$ cat config.mk
export PLATFORM = sky130hd
export DESIGN_NAME = ict_timing_seq
export DESIGN_NICKNAME = d
export VERILOG_FILES = /design/src/include/ict_pkg.sv /design/src/include/ict_bus_if.sv /design/src/hw/ict_bus_engine.sv /design/src/hw/ict_timing_seq.sv
export VERILOG_INCLUDE_DIRS = /design/src /design/src/include
export SDC_FILE = /design/constraint.sdc
export NUM_CORES = 1
export LEC_CHECK = 0
export BUFFER_PORTS_ARGS = -buffer_cell sky130_fd_sc_hd__buf_2
export CORE_AREA = 2 2 65 129
export CTS_CLUSTER_SIZE = 10
export DETAILED_ROUTE_END_ITERATION = 6
export DIE_AREA = 0 0 67 131
export PLACE_DENSITY = 0.91
export SLEW_MARGIN = 20
export SYNTH_ARGS = -nofsm -noshare
export SYNTH_HDL_FRONTEND = slang
export SYNTH_SLANG_ARGS = --single-unit
$ cat constraint.sdc
create_clock -name core_clk_i -period 2.62 [get_ports core_clk_i]
set_input_delay 0 -clock core_clk_i [delete_from_list [all_inputs] [get_ports core_clk_i]]
set_output_delay 0 -clock core_clk_i [all_outputs]
set_load 0.05 [all_outputs]
$ cat src/include/ict_params.svh
`ifndef ICT_PARAMS_SVH
`define ICT_PARAMS_SVH
// clock period of core_clk_i in ns
`define ICT_CLK_PERIOD_NS 10
// width of clock-period and bus-cycle counts
`define ICT_CLK_W   8
`define ICT_CYC_W   5
// operand sizes
`define ICT_SZ_BYTE 2'h0
`define ICT_SZ_WORD 2'h1
`define ICT_SZ_LONG 2'h2
// one bus cycle occupies this many processor clock periods
`define ICT_BUS_CLKS 8'h04
`endif

$ cat src/include/ict_pkg.sv
package ict_pkg;
	// instruction classes handled by the timing sequencer
	typedef enum logic [4:0] {
		ICT_ADD_IMMEDIATE,
		ICT_AND_IMMEDIATE,
		ICT_XOR_IMMEDIATE,
		ICT_OR_IMMEDIATE,
		ICT_SUBTRACT_IMMEDIATE,
		ICT_COMPARE_IMMEDIATE,
		ICT_ADD_QUICK,
		ICT_SUBTRACT_QUICK,
		ICT_CLEAR_OPERAND,
		ICT_TWOS_COMPLEMENT_OP,
		ICT_EXTENDED_TWOS_COMPLEMENT_OP,
		ICT_LOGICAL_COMPLEMENT,
		ICT_DECIMAL_NEGATE,
		ICT_SET_ON_CONDITION,
		ICT_TEST_AND_SET,
		ICT_OPERAND_TEST,
		ICT_SHIFT_ROTATE,
		ICT_BIT_TOGGLE,
		ICT_BIT_CLEAR,
		ICT_BIT_SET,
		ICT_BIT_TEST,
		ICT_COND_JUMP,
		ICT_UNCONDITIONAL_RELATIVE_JUMP,
		ICT_RELATIVE_SUBROUTINE_CALL,
		ICT_DECREMENT_AND_LOOP,
		ICT_BOUNDS_CHECK,
		ICT_OVERFLOW_TRAP
	} ict_op_t;

	// destination / operand location
	typedef enum logic [1:0] {
		ICT_DST_DATA,
		ICT_DST_ADDR,
		ICT_DST_MEM
	} ict_dst_t;

	// base timing entry: clocks, reads, writes, plus-mark
	typedef struct packed {
		logic [7:0] clks;
		logic [4:0] rd;
		logic [4:0] wr;
		logic       plus;
	} ict_entry_t;
endpackage

$ cat src/include/ict_bus_if.sv
`timescale 1ns/100ps
`default_nettype none
// bus-cycle request/acknowledge between sequencer and bus cycle engine
interface ict_bus_if;
	logic req;   // start one bus cycle
	logic wr;    // 1 write, 0 read
	logic done;  // cycle completed by memory
	logic busy;  // cycle in progress
	modport seq (output req, output wr, input done, input busy);
	modport eng (input req, input wr, output done, output busy);
endinterface
`default_nettype wire

$ cat src/hw/ict_bus_engine.sv
`timescale 1ns/100ps
`default_nettype none
`include "ict_params.svh"
// runs one external bus cycle per request and waits for memory to finish it
module ict_bus_engine (
	input  wire logic core_clk_i,
	input  wire logic rst_i,
	ict_bus_if.eng    bus,
	output logic      mem_req_o,
	output logic      mem_we_o,
	input  wire logic mem_ack_i
);
	////////////////////////////////////////////////////////////////////////
	// one outstanding cycle at a time; strobe held until acknowledged
	always_ff @(posedge core_clk_i or posedge rst_i) begin
		if (rst_i) begin
			mem_req_o <= 1'b0;
			mem_we_o  <= 1'b0;
		end else if (mem_req_o && mem_ack_i) begin
			mem_req_o <= 1'b0;
		end else if (!mem_req_o && bus.req) begin
			mem_req_o <= 1'b1;
			mem_we_o  <= bus.wr;
		end
	end

	// completion pulse back to the sequencer
	always_ff @(posedge core_clk_i or posedge rst_i) begin
		if (rst_i) begin
			bus.done <= 1'b0;
		end else begin
			bus.done <= mem_req_o && mem_ack_i;
		end
	end

	assign bus.busy = mem_req_o;
endmodule
`default_nettype wire

$ cat src/hw/ict_timing_seq.sv
`timescale 1ns/100ps
`default_nettype none
`include "ict_params.svh"
////////////////////////////////////////////////////////////////////////////
// Function
// - plus entries add address-calc clocks, reads, writes
// - immediate counts include extension fetch and prefetch
// - immediate to data register: 16/4, long 28/6
// - immediate to memory: 20, 24, 40 plus; subtract immediate 12, 16, 24 plus
// - compare immediate: register 16/26, memory 16/24
// - quick to register 8/12, address 12
// - quick to memory: 12, 16, 24 plus; subtract quick 20, 24, 40 plus
// - clear/negate/complement: 8/10 register, memory 12/16/24
// - decimal negate 10/12; test 8 clocks
// - set-on-condition 8 false, 10 true, memory 12
// - test-and-set: 8 register, 14 memory
// - register shift: 10+2n, long 12+2n
// - memory shift: word, 16 clocks, 2/2
// - register bit ops: 12, 14, 10; static 20, 22, 18
// - memory bit ops: 12 or 20; test 8/16
// - conditional jump: taken 18, not-taken 12/20
// - subroutine call 34 (4/4); jump 18
// - loop: taken 18, true 20, false exit 26
// - bounds check: trap 68 (8/6), else 14
// - overflow trap: trap 66 (10/6), else 8
module ict_timing_seq #(
	parameter int CLK_W = `ICT_CLK_W, // clock-count width
	parameter int CYC_W = `ICT_CYC_W  // bus-cycle count width
) (
	input  wire logic             core_clk_i,
	input  wire logic             rst_i,
	input  wire logic             start_i,      // begin one instruction
	input  wire logic [4:0]       op_i,         // ict_pkg::ict_op_t code
	input  wire logic [1:0]       size_i,       // byte/word/long
	input  wire logic [1:0]       dst_i,        // ict_pkg::ict_dst_t code
	input  wire logic             cond_i,       // condition / trap / taken
	input  wire logic             loop_exit_i,  // loop counter expired
	input  wire logic             static_bit_i, // static bit number
	input  wire logic             word_disp_i,  // word displacement
	input  wire logic [5:0]       shift_n_i,    // shift count n
	input  wire logic [7:0]       ea_clks_i,    // address-calc clocks
	input  wire logic [3:0]       ea_rd_i,      // address-calc reads
	input  wire logic [3:0]       ea_wr_i,      // address-calc writes
	input  wire logic             mem_ack_i,    // memory finished a cycle
	output logic                  mem_req_o,    // bus cycle strobe
	output logic                  mem_we_o,     // bus cycle is a write
	output logic                  busy_o,       // instruction in progress
	output logic                  done_o,       // instruction finished pulse
	output logic [CLK_W-1:0]      total_clks_o, // clocks of last instruction
	output logic [CYC_W-1:0]      total_rd_o,   // reads of last instruction
	output logic [CYC_W-1:0]      total_wr_o    // writes of last instruction
);
	////////////////////////////////////////////////////////////////////////
	// base table lookup
	function automatic ict_pkg::ict_entry_t ent(input logic [7:0] c,
			input logic [4:0] r, input logic [4:0] w, input logic p);
		ict_pkg::ict_entry_t e;
		e.clks = c;
		e.rd   = r;
		e.wr   = w;
		e.plus = p;
		return e;
	endfunction

	// size-indexed memory triple used by many classes (12/16/24 style)
	function automatic ict_pkg::ict_entry_t mem_rmw(input logic [1:0] sz,
			input logic [7:0] cb, input logic [7:0] cw, input logic [7:0] cl,
			input logic [4:0] rd, input logic [4:0] rl);
		ict_pkg::ict_entry_t e;
		if (sz == `ICT_SZ_BYTE) begin
			e = ent(cb, rd, 5'h01, 1'b1);
		end else if (sz == `ICT_SZ_WORD) begin
			e = ent(cw, rd, 5'h02, 1'b1);
		end else begin
			e = ent(cl, rl, 5'h04, 1'b1);
		end
		return e;
	endfunction

	function automatic ict_pkg::ict_entry_t lookup(input ict_pkg::ict_op_t op,
			input logic [1:0] sz, input ict_pkg::ict_dst_t dst,
			input logic cnd, input logic lx, input logic st,
			input logic wd, input logic [5:0] n);
		ict_pkg::ict_entry_t e;
		logic is_long;
		logic is_mem;
		is_long = (sz == `ICT_SZ_LONG);
		is_mem  = (dst == ict_pkg::ICT_DST_MEM);
		e = ent(8'h08, 5'h02, 5'h00, 1'b0);
		case (op)
			ict_pkg::ICT_ADD_IMMEDIATE, ict_pkg::ICT_AND_IMMEDIATE,
			ict_pkg::ICT_XOR_IMMEDIATE, ict_pkg::ICT_OR_IMMEDIATE: begin
				if (is_mem) begin
					e = mem_rmw(sz, 8'h14, 8'h18, 8'h28, 5'h04, 5'h06);
				end else begin
					e = is_long ? ent(8'h1C, 5'h06, 5'h00, 1'b0)
						: ent(8'h10, 5'h04, 5'h00, 1'b0);
				end
			end
			ict_pkg::ICT_SUBTRACT_QUICK: begin
				if (is_mem) begin
					e = mem_rmw(sz, 8'h14, 8'h18, 8'h28, 5'h04, 5'h06);
				end else if (dst == ict_pkg::ICT_DST_ADDR || is_long) begin
					e = ent(8'h0C, 5'h02, 5'h00, 1'b0);
				end else begin
					e = ent(8'h08, 5'h02, 5'h00, 1'b0);
				end
			end
			ict_pkg::ICT_SUBTRACT_IMMEDIATE: begin
				if (is_mem) begin
					e = mem_rmw(sz, 8'h0C, 8'h10, 8'h18, 5'h02, 5'h02);
				end else begin
					e = is_long ? ent(8'h1C, 5'h06, 5'h00, 1'b0)
						: ent(8'h10, 5'h04, 5'h00, 1'b0);
				end
			end
			ict_pkg::ICT_ADD_QUICK: begin
				if (is_mem) begin
					e = mem_rmw(sz, 8'h0C, 8'h10, 8'h18, 5'h02, 5'h02);
				end else if (dst == ict_pkg::ICT_DST_ADDR || is_long) begin
					e = ent(8'h0C, 5'h02, 5'h00, 1'b0);
				end else begin
					e = ent(8'h08, 5'h02, 5'h00, 1'b0);
				end
			end
			ict_pkg::ICT_COMPARE_IMMEDIATE: begin
				// no write cycle: the compare only sets flags
				if (is_long) begin
					e = ent(is_mem ? 8'h18 : 8'h1A, 5'h06, 5'h00, 1'b0);
				end else begin
					e = ent(8'h10, 5'h04, 5'h00, 1'b0);
				end
			end
			ict_pkg::ICT_CLEAR_OPERAND, ict_pkg::ICT_TWOS_COMPLEMENT_OP,
			ict_pkg::ICT_EXTENDED_TWOS_COMPLEMENT_OP,
			ict_pkg::ICT_LOGICAL_COMPLEMENT: begin
				if (is_mem) begin
					e = mem_rmw(sz, 8'h0C, 8'h10, 8'h18, 5'h02, 5'h02);
				end else begin
					e = ent(is_long ? 8'h0A : 8'h08, 5'h02, 5'h00, 1'b0);
				end
			end
			ict_pkg::ICT_DECIMAL_NEGATE: begin
				e = is_mem ? ent(8'h0C, 5'h02, 5'h01, 1'b1)
					: ent(8'h0A, 5'h02, 5'h00, 1'b0);
			end
			ict_pkg::ICT_OPERAND_TEST: begin
				e = ent(8'h08, 5'h02, 5'h00, is_mem);
			end
			ict_pkg::ICT_SET_ON_CONDITION: begin
				if (is_mem) begin
					e = ent(8'h0C, 5'h02, 5'h01, 1'b1);
				end else begin
					e = ent(cnd ? 8'h0A : 8'h08, 5'h02, 5'h00, 1'b0);
				end
			end
			ict_pkg::ICT_TEST_AND_SET: begin
				e = is_mem ? ent(8'h0E, 5'h02, 5'h01, 1'b1)
					: ent(8'h08, 5'h02, 5'h00, 1'b0);
			end
			ict_pkg::ICT_SHIFT_ROTATE: begin
				if (is_mem) begin
					e = ent(8'h10, 5'h02, 5'h02, 1'b1);
				end else begin
					e = ent((is_long ? 8'h0C : 8'h0A) + {1'b0, n, 1'b0},
						5'h02, 5'h00, 1'b0);
				end
			end
			ict_pkg::ICT_BIT_TOGGLE, ict_pkg::ICT_BIT_SET: begin
				if (is_mem) begin
					e = st ? ent(8'h14, 5'h04, 5'h01, 1'b1)
						: ent(8'h0C, 5'h02, 5'h01, 1'b1);
				end else begin
					e = st ? ent(8'h14, 5'h04, 5'h00, 1'b0)
						: ent(8'h0C, 5'h02, 5'h00, 1'b0);
				end
			end
			ict_pkg::ICT_BIT_CLEAR: begin
				if (is_mem) begin
					e = st ? ent(8'h14, 5'h04, 5'h01, 1'b1)
						: ent(8'h0C, 5'h02, 5'h01, 1'b1);
				end else begin
					e = st ? ent(8'h16, 5'h04, 5'h00, 1'b0)
						: ent(8'h0E, 5'h02, 5'h00, 1'b0);
				end
			end
			ict_pkg::ICT_BIT_TEST: begin
				if (is_mem) begin
					e = st ? ent(8'h10, 5'h04, 5'h00, 1'b1)
						: ent(8'h08, 5'h02, 5'h00, 1'b1);
				end else begin
					e = st ? ent(8'h12, 5'h04, 5'h00, 1'b0)
						: ent(8'h0A, 5'h02, 5'h00, 1'b0);
				end
			end
			ict_pkg::ICT_COND_JUMP: begin
				if (cnd) begin
					e = ent(8'h12, 5'h04, 5'h00, 1'b0);
				end else begin
					e = wd ? ent(8'h14, 5'h04, 5'h00, 1'b0)
						: ent(8'h0C, 5'h02, 5'h00, 1'b0);
				end
			end
			ict_pkg::ICT_UNCONDITIONAL_RELATIVE_JUMP: begin
				e = ent(8'h12, 5'h04, 5'h00, 1'b0);
			end
			ict_pkg::ICT_RELATIVE_SUBROUTINE_CALL: begin
				e = ent(8'h22, 5'h04, 5'h04, 1'b0);
			end
			ict_pkg::ICT_DECREMENT_AND_LOOP: begin
				// cond true: fall through; false: loop unless counter expired
				if (cnd) begin
					e = ent(8'h14, 5'h04, 5'h00, 1'b0);
				end else if (lx) begin
					e = ent(8'h1A, 5'h06, 5'h00, 1'b0);
				end else begin
					e = ent(8'h12, 5'h04, 5'h00, 1'b0);
				end
			end
			ict_pkg::ICT_BOUNDS_CHECK: begin
				e = cnd ? ent(8'h44, 5'h08, 5'h06, 1'b1)
					: ent(8'h0E, 5'h02, 5'h00, 1'b1);
			end
			ict_pkg::ICT_OVERFLOW_TRAP: begin
				e = cnd ? ent(8'h42, 5'h0A, 5'h06, 1'b0)
					: ent(8'h08, 5'h02, 5'h00, 1'b0);
			end
			default: begin
				e = ent(8'h08, 5'h02, 5'h00, 1'b0);
			end
		endcase
		return e;
	endfunction

	////////////////////////////////////////////////////////////////////////
	// sequencer state
	typedef enum logic [1:0] {
		ICT_IDLE,
		ICT_ISSUE,
		ICT_WAIT,
		ICT_PAD
	} ict_state_t;

	ict_state_t       state;     // current phase
	logic [CLK_W-1:0] clk_goal;  // total clocks for this instruction
	logic [CYC_W-1:0] rd_goal;   // total reads
	logic [CYC_W-1:0] wr_goal;   // total writes
	logic [CLK_W-1:0] clk_cnt;   // clocks elapsed
	logic [CYC_W-1:0] rd_cnt;    // reads completed
	logic [CYC_W-1:0] wr_cnt;    // writes completed
	ict_pkg::ict_entry_t base;   // combinational table result
	logic             more_rd;   // reads still owed
	logic             more_wr;   // writes still owed

	ict_bus_if bus_if ();

	ict_bus_engine u_eng (
		.core_clk_i (core_clk_i),
		.rst_i      (rst_i),
		.bus        (bus_if.eng),
		.mem_req_o  (mem_req_o),
		.mem_we_o   (mem_we_o),
		.mem_ack_i  (mem_ack_i)
	);

	assign base = lookup(ict_pkg::ict_op_t'(op_i), size_i,
		ict_pkg::ict_dst_t'(dst_i), cond_i, loop_exit_i, static_bit_i,
		word_disp_i, shift_n_i);
	assign more_rd = (rd_cnt < rd_goal);
	assign more_wr = (wr_cnt < wr_goal);
	// reads go first (fetch, operand), writes last (result store)
	assign bus_if.req = (state == ICT_ISSUE) && (more_rd || more_wr) && !bus_if.busy;
	assign bus_if.wr  = !more_rd;

	////////////////////////////////////////////////////////////////////////
	// latch goals at start; plus entries gain address-calc cost
	always_ff @(posedge core_clk_i or posedge rst_i) begin
		if (rst_i) begin
			clk_goal <= '0;
			rd_goal  <= '0;
			wr_goal  <= '0;
		end else if (state == ICT_IDLE && start_i) begin
			clk_goal <= CLK_W'(base.clks + (base.plus ? ea_clks_i : 8'h00));
			rd_goal  <= CYC_W'(base.rd + (base.plus ? {1'b0, ea_rd_i} : 5'h00));
			wr_goal  <= CYC_W'(base.wr + (base.plus ? {1'b0, ea_wr_i} : 5'h00));
		end
	end

	// phase machine: issue each counted cycle, wait for memory, pad clocks
	always_ff @(posedge core_clk_i or posedge rst_i) begin
		if (rst_i) begin
			state <= ICT_IDLE;
		end else begin
			case (state)
				ICT_IDLE: begin
					if (start_i) begin
						state <= ICT_ISSUE;
					end
				end
				ICT_ISSUE: begin
					state <= (more_rd || more_wr) ? ICT_WAIT : ICT_PAD;
				end
				ICT_WAIT: begin
					if (bus_if.done) begin
						state <= ICT_ISSUE;
					end
				end
				ICT_PAD: begin
					// a slow memory can stretch past the nominal count
					if (clk_cnt + CLK_W'(1) >= clk_goal) begin
						state <= ICT_IDLE;
					end
				end
				default: begin
					state <= ICT_IDLE;
				end
			endcase
		end
	end

	// bus cycle counters
	always_ff @(posedge core_clk_i or posedge rst_i) begin
		if (rst_i) begin
			rd_cnt <= '0;
			wr_cnt <= '0;
		end else if (state == ICT_IDLE) begin
			rd_cnt <= '0;
			wr_cnt <= '0;
		end else if (bus_if.done) begin
			if (more_rd) begin
				rd_cnt <= rd_cnt + CYC_W'(1);
			end else begin
				wr_cnt <= wr_cnt + CYC_W'(1);
			end
		end
	end

	// clock period counter
	always_ff @(posedge core_clk_i or posedge rst_i) begin
		if (rst_i) begin
			clk_cnt <= '0;
		end else if (state == ICT_IDLE) begin
			clk_cnt <= '0;
		end else begin
			clk_cnt <= clk_cnt + CLK_W'(1);
		end
	end

	// status outputs
	always_ff @(posedge core_clk_i or posedge rst_i) begin
		if (rst_i) begin
			busy_o       <= 1'b0;
			done_o       <= 1'b0;
			total_clks_o <= '0;
			total_rd_o   <= '0;
			total_wr_o   <= '0;
		end else begin
			busy_o <= (state != ICT_IDLE) || start_i;
			done_o <= (state == ICT_PAD) && (clk_cnt + CLK_W'(1) >= clk_goal);
			if (state == ICT_PAD && clk_cnt + CLK_W'(1) >= clk_goal) begin
				total_clks_o <= clk_goal;
				total_rd_o   <= rd_cnt;
				total_wr_o   <= wr_cnt;
			end
		end
	end
endmodule
`default_nettype wire

# Yosys cells after proc, flatten, opt, wreduce, memory -nomap -nowiden
# Cells that the tools add are included.
[classes]
eq_ne = 37
bitwise = 1
reduce_logical = 25
muxes = 52
addsub = 7
order_cmp = 3
[op_table]
columns = ["cell", "n"]
rows = [
  ["19-bit one-hot mux with 20 select lines", 1],
  ["16-bit two-way mux", 10],
  ["19-bit two-way mux", 7],
  ["15-bit two-way mux", 5],
  ["14-bit two-way mux", 4],
  ["5-bit == test (second input constant)", 11],
  ["5-bit by 4-bit == test with 1-bit output (second input constant)", 8],
  ["18-bit two-way mux", 2],
  ["17-bit two-way mux", 2],
  ["5-bit two-way mux", 6],
  ["5-bit by 3-bit == test with 1-bit output (second input constant)", 4],
  ["8-bit two-way mux", 2],
  ["2-bit two-way mux", 6],
  ["5-bit by 1-bit adder with 5-bit output (second input constant)", 2],
  ["5-bit by 4-bit adder with 5-bit output", 2],
  ["5-bit by 2-bit == test with 1-bit output (second input constant)", 2],
  ["5-bit less-than comparator", 2],
  ["4-bit by 7-bit adder with 8-bit output", 1],
  ["8-bit by 1-bit adder with 8-bit output (second input constant)", 1],
  ["8-bit adder", 1],
  ["2-bit == test (second input constant)", 4],
  ["8-bit >= comparator", 1],
  ["4-bit two-way mux", 2],
  ["2-bit one-hot mux with 4 select lines", 1],
  ["other kinds (17)", 38],
]
[word_totals]
out_inout_bits = 22
inputBits = 39
elab_cells = 140
register_bits = 61

# Depth between registers and ports, before layout
[logic_depth]
ltp_word = 7
ltp_mapped = 16
mapped_depth_nobuf = 15

# Cells and area by module
# A second synthesis with hierarchy kept.
[unflattened]
hier_cells = 505
hier_area_um2 = 4514.3
[modules_own_cells]
columns = ["module", "seq_area_each_um2", "area_per_inst_um2", "cells_each", "n_inst"]
rows = [
  ["ict_timing_seq", 1451.4, 4385.5, 495, 1],
  ["ict_bus_engine", 75.1, 128.9, 10, 1],
]

# Worst setup path after synthesis
# OpenSTA, ideal clock, no wires.
[synth_path]
path_type = "input to register"
start = "input port size_i[1]"
end = "register clk_goal[6]"
arrival_time_ns = 2.592
cell_stages = 14
required_ns = 2.488
path_slack_ns = -0.104
path_buffers = 1
setup_ns = 0.132
cell_sequence = "nor2b_1 -> clkbuf_1 -> inv_1 -> ha_1 -> inv_1 -> fa_1 -> o221ai_1 -> a221o_1 -> ha_1 -> a21o_1 -> a21o_1 -> a21oi_1 -> nor4b_1 -> or3b_1"
[synth_via]
elab_chain_cells = 6
elab_cells_between_ends = 23
classes_between = "2 x add/sub; 2 x eq/ne; 17 x mux; 2 x reduce/logical"
[synth_lines]
columns = ["item", "line", "rtl"]
rows = [
  ["start, declared", "ict_timing_seq.sv:34", "input wire logic [1:0] size_i,"],
  ["2-bit == test (no source line), or another cell as far along", "n/a", ""],
  ["3-bit two-way mux, or another cell as far along", "ict_timing_seq.sv:165", "e = ent((is_long ? 8'h0C : 8'h0A) + {1'b0, n, 1'b0},"],
  ["4-bit by 7-bit adder with 8-bit output, or another cell as far along", "ict_timing_seq.sv:165", ""],
  ["19-bit two-way mux, or another cell as far along", "ict_timing_seq.sv:162", "if (is_mem) begin"],
  ["19-bit one-hot mux with 20 select lines *", "ict_timing_seq.sv:90", "case (op)"],
  ["8-bit adder *", "ict_timing_seq.sv:283", "clk_goal <= CLK_W'(base.clks + (base.plus ? ea_clks_i : 8'h00));"],
  ["end signal, assigned", "ict_timing_seq.sv:283", ""],
  ["end, declared", "ict_timing_seq.sv:245", "logic [CLK_W-1:0] clk_goal;"],
]
# Mark *: on every way between the ends. The rest lies on a longest branch, timed or not.
# A chain may end at the register's enable or synchronous reset.

# Worst setup path in the final report
[layout_path]
start = "register clk_cnt[0]"
end = "register total_clks_o[2]"
[layout_via]
elab_chain_cells = 3
[layout_lines]
columns = ["item", "line", "rtl"]
rows = [
  ["start, declared", "ict_timing_seq.sv:248", "logic [CLK_W-1:0] clk_cnt;"],
  ["start signal, assigned", "ict_timing_seq.sv:345", "clk_cnt <= clk_cnt + CLK_W'(1);"],
  ["8-bit by 1-bit adder with 8-bit output", "ict_timing_seq.sv:360", "if (state == ICT_PAD && clk_cnt + CLK_W'(1) >= clk_goal) begin"],
  ["8-bit >= comparator", "ict_timing_seq.sv:360", ""],
  ["1-bit logical AND", "ict_timing_seq.sv:360", ""],
  ["end signal, assigned", "ict_timing_seq.sv:361", "total_clks_o <= clk_goal;"],
  ["end, declared", "ict_timing_seq.sv:49", "output logic [CLK_W-1:0] total_clks_o,"],
]
# Every way passes these cells.

==> results.md <==
- Crit path required time: 2.83 ns
- Largest net degree at the start of global routing: 62
- Setup WS pre-CTS: -0.350 ns
- Grt ovf: 0
- Area contributors post-synth: dfrtp_1 (34%), ha_1 (9.2%), mux2_2 (5.5%)
- Layout cells sized above 1: 27.6%
- Clock skew: 0.00428 ns
- Status: complete, no violations
- Seq/Total Area, Yosys: 34.1%
- Final Hold Viols: 0
- # IOs: 61
- Iter 0 DRT Violations: 417
- Synthesized area: 4480 um^2
- Syn. warnings: 0
- Final non-filler cell total: 687
- RePlAce Congestion: 0.938
- Max-slew violation count: 0
- DIE AREA: 8780 um^2
- Ys async rst share: 100%
- Final core utilization: 71.2%
- Pwr dens: 859 nW/um^2
- Reg2Reg Depth: 11
- Die X: 67 um
- Setup crit start kind: flip-flop
- Unique masters post-synth: 71
- Inst Count DP: 663
- H-tree Lvls: 3
- HP Start: ea_wr_i[0]
- Cell Area, Placed: 5070 um^2
- GRT Overall Usage: 29.9%
- Clk sinks: 61
- DP Wirelength: 8.49 mm
- Core Area: 7830 um^2
- Crit share post-route: 96.8%
- RR Startpoint: clk_cnt[0]
- Maximum buffer depth of the clock tree: 2
- FF-to-FF End: total_clks_o[2]
- DR vias/cell: 6.22
- Worst Setup Path Type: flip-flop to flip-flop
- Worst vdd ir: 0.733 mV
- Synth-to-Final Area Change: 24.4%
- EDFF count, synth: 0
- Setup violators final: 0
- TNS Setup: 0 ns
- R2R setup slack: 0.08 ns
- Worst hold path stage count: 4
- Vias in the first global route: 4367
- Hold crit path type: input port to flip-flop
- Worst Setup Slack, final: 0.0826 ns
- Yosys reg bits: 61
- CTS tree: built
- Crit-path max FO: 10
- Cell area after layout: 5570 um^2
- Leak Pwr: 0.00267 uW
- Via count: 4275
- Core Rows: 46
- Clk_lat worst skew: 0.33 ns
- First-pass GRT wire length: 20.2 mm
- Clock-pin slew on the worst setup and hold paths: 0.05 ns
- Hold EP: wr_goal[0]
- Nets: 662
- Die Y-Extent: 131 um
- Main synth FF type: dfrtp_1
- Port Buffer Count: 60
- Max-slew headroom: 49.8%
- Syn Nets: 575
- WL/cell: 17.8 um
- Initial antenna violation count: 0
- ANT cells: 0
- FMAX: 0.394 GHz
- Routed wire length: 12.2 mm
- Starting Density: 57.2%
- DR pass1 iterations: 7
- Worst-margin pin slew: 0.753 ns
- Post-synthesis cell count: 499
- DRC Markers: 0
- Post-route ant nets: 0
- Root Buffer Master: clkbuf_16
- Fin crit period: 2.54 ns
- Total CTS buffers: 9
- Area leader, netlist: dfrtp_1
- CP Capture Type: flip-flop
- Yosys top cell area share: 34.1%
- Number of max-cap violations: 0
- Worst EP arrival: 2.75 ns
- Synthesized area per cell: 8.98 um^2
placed cells by master (no fill, tap or decap), types with 4 or more instances in the layout:
cell           instances
dfrtp_1               60
clkbuf_16             10
o2111ai_1              4
xnor2_1                8
inv_1                 29
a21oi_1               36
o21ai_0               25
nand3_1               12
nand2_1               38
o21ai_1                9
buf_2                 60
nor3_1                11
a31oi_1                4
nand2b_1               7
dlygate4sd3_1          6
inv_2                  4
and2_1                15
a21o_1                 7
mux2_2                22
buf_4                 39
nor2_1                25
ha_1                  31
nor2b_1               16
clkbuf_8               4
xor2_1                 9
worst max path at each step:
stage                from              end  slack (ns)  cells past startpoint
2_1_floorplan   size_i[1]      clk_goal[7]       -0.01                     14
6_report       clk_cnt[0]  total_clks_o[2]        0.08                     11
5_1_grt        clk_cnt[0]  total_clks_o[0]       -0.01                     11
4_1_cts        clk_cnt[0]  total_clks_o[2]       0.008                     11
3_3_place_gp    size_i[0]      clk_goal[7]       -0.18                     15
3_5_place_dp    size_i[1]      clk_goal[7]       -0.35                     14
cell usage after synthesis (3+ instances only):
master	instances
xor2_1	10
mux2_2	22
a21boi_1	3
buf_2	16
nand3_1	14
and2_1	15
or3_1	3
nor3_1	11
nor2_1	27
and3_1	3
inv_2	3
o21ai_0	25
o21ai_1	9
a211oi_1	5
o21a_1	3
nand2_1	38
o2111ai_1	4
a21o_1	7
a31oi_1	4
clkbuf_1	14
a21oi_1	38
a22oi_1	3
xnor2_1	8
ha_1	33
dfrtp_1	61
nor2b_1	17
inv_1	30
nand2b_1	7
nor3b_1	3
fa_1	4
kinds of logic after synthesis:
| group | after synthesis | share of synthesized area, % |
|---|---|---|
| AND/OR/NAND/NOR | 155 | 18.1 |
| AO/OA/AOI/OAI | 138 | 20.6 |
| buffers and inverters | 64 | 5.98 |
| flip-flops | 61 | 34.1 |
| adder cells (fa/ha/maj) | 38 | 11.2 |
| multiplexers | 25 | 6.48 |
| XOR/XNOR | 18 | 3.52 |
final cells by class:
| cell class | instances | area, um^2 |
|---|---|---|
| timing repair buffer | 107 | 698 |
| clock inverter | 3 | 65.1 |
| sequential | 61 | 1530 |
| inverter | 33 | 124 |
| clock buffer | 13 | 280 |
| tap | 96 | 120 |
| fill | 552 | 2260 |
| multi-input combinational | 374 | 2760 |
routing by layer:
layer	vias up	wire [um]	global-route usage, %
met2	192	6300	50.4
met4	0	422	13.4
li1	1965	-	-
met1	2075	4850	36.7
met3	43	642	5.31
met5	-	0	0
power by group:
part | switching [uW] | internal [uW] | total, uW
Combinational | 1200 | 770 | 1970
Clock | 398 | 933 | 1330
Sequential | 265 | 1220 | 1480
Total | 1860 | 2920 | 4780
critical path, stage by stage (launching register included):
cell and delay (ns):
dfrtp_2 0.44, and3_1 0.20, nand3_2 0.14, nor2_4 0.05, xor2_2 0.18, ha_1 0.32
nand3_1 0.12, o211ai_1 0.21, a21oi_2 0.08, nor2_4 0.16, clkbuf_16 0.19, mux2_2 0.34
what timing repair did:
action	4_1_cts	5_1_grt
gates cloned	0	1
resized for setup	4	12
hold buffers	6	0
hold endpoints to repair	67	0
buffers inserted	0	1
endpoints found under the setup margin	19	19
pin swaps	0	8
metrics by stage:
step | total power, uW | hold slack, ns
2_1_floorplan | 2720 | 0.105
3_3_place_gp | 3130 | 0.201
3_5_place_dp | 3230 | 0.224
4_1_cts | 4660 | 0.159
5_1_grt | 5050 | 0.167
6_report | 4780 | 0.157
registers in the layout, indices dropped and copies added, names as in the netlist, 2 cells and up:
register and flops:
clk_cnt 8, clk_goal 8, total_clks_o 8, rd_cnt 5, rd_goal 5, total_rd_o 5, total_wr_o 5, wr_cnt 5
wr_goal 5, state 2
No activity file was read; power rests on OpenSTA's default activity.
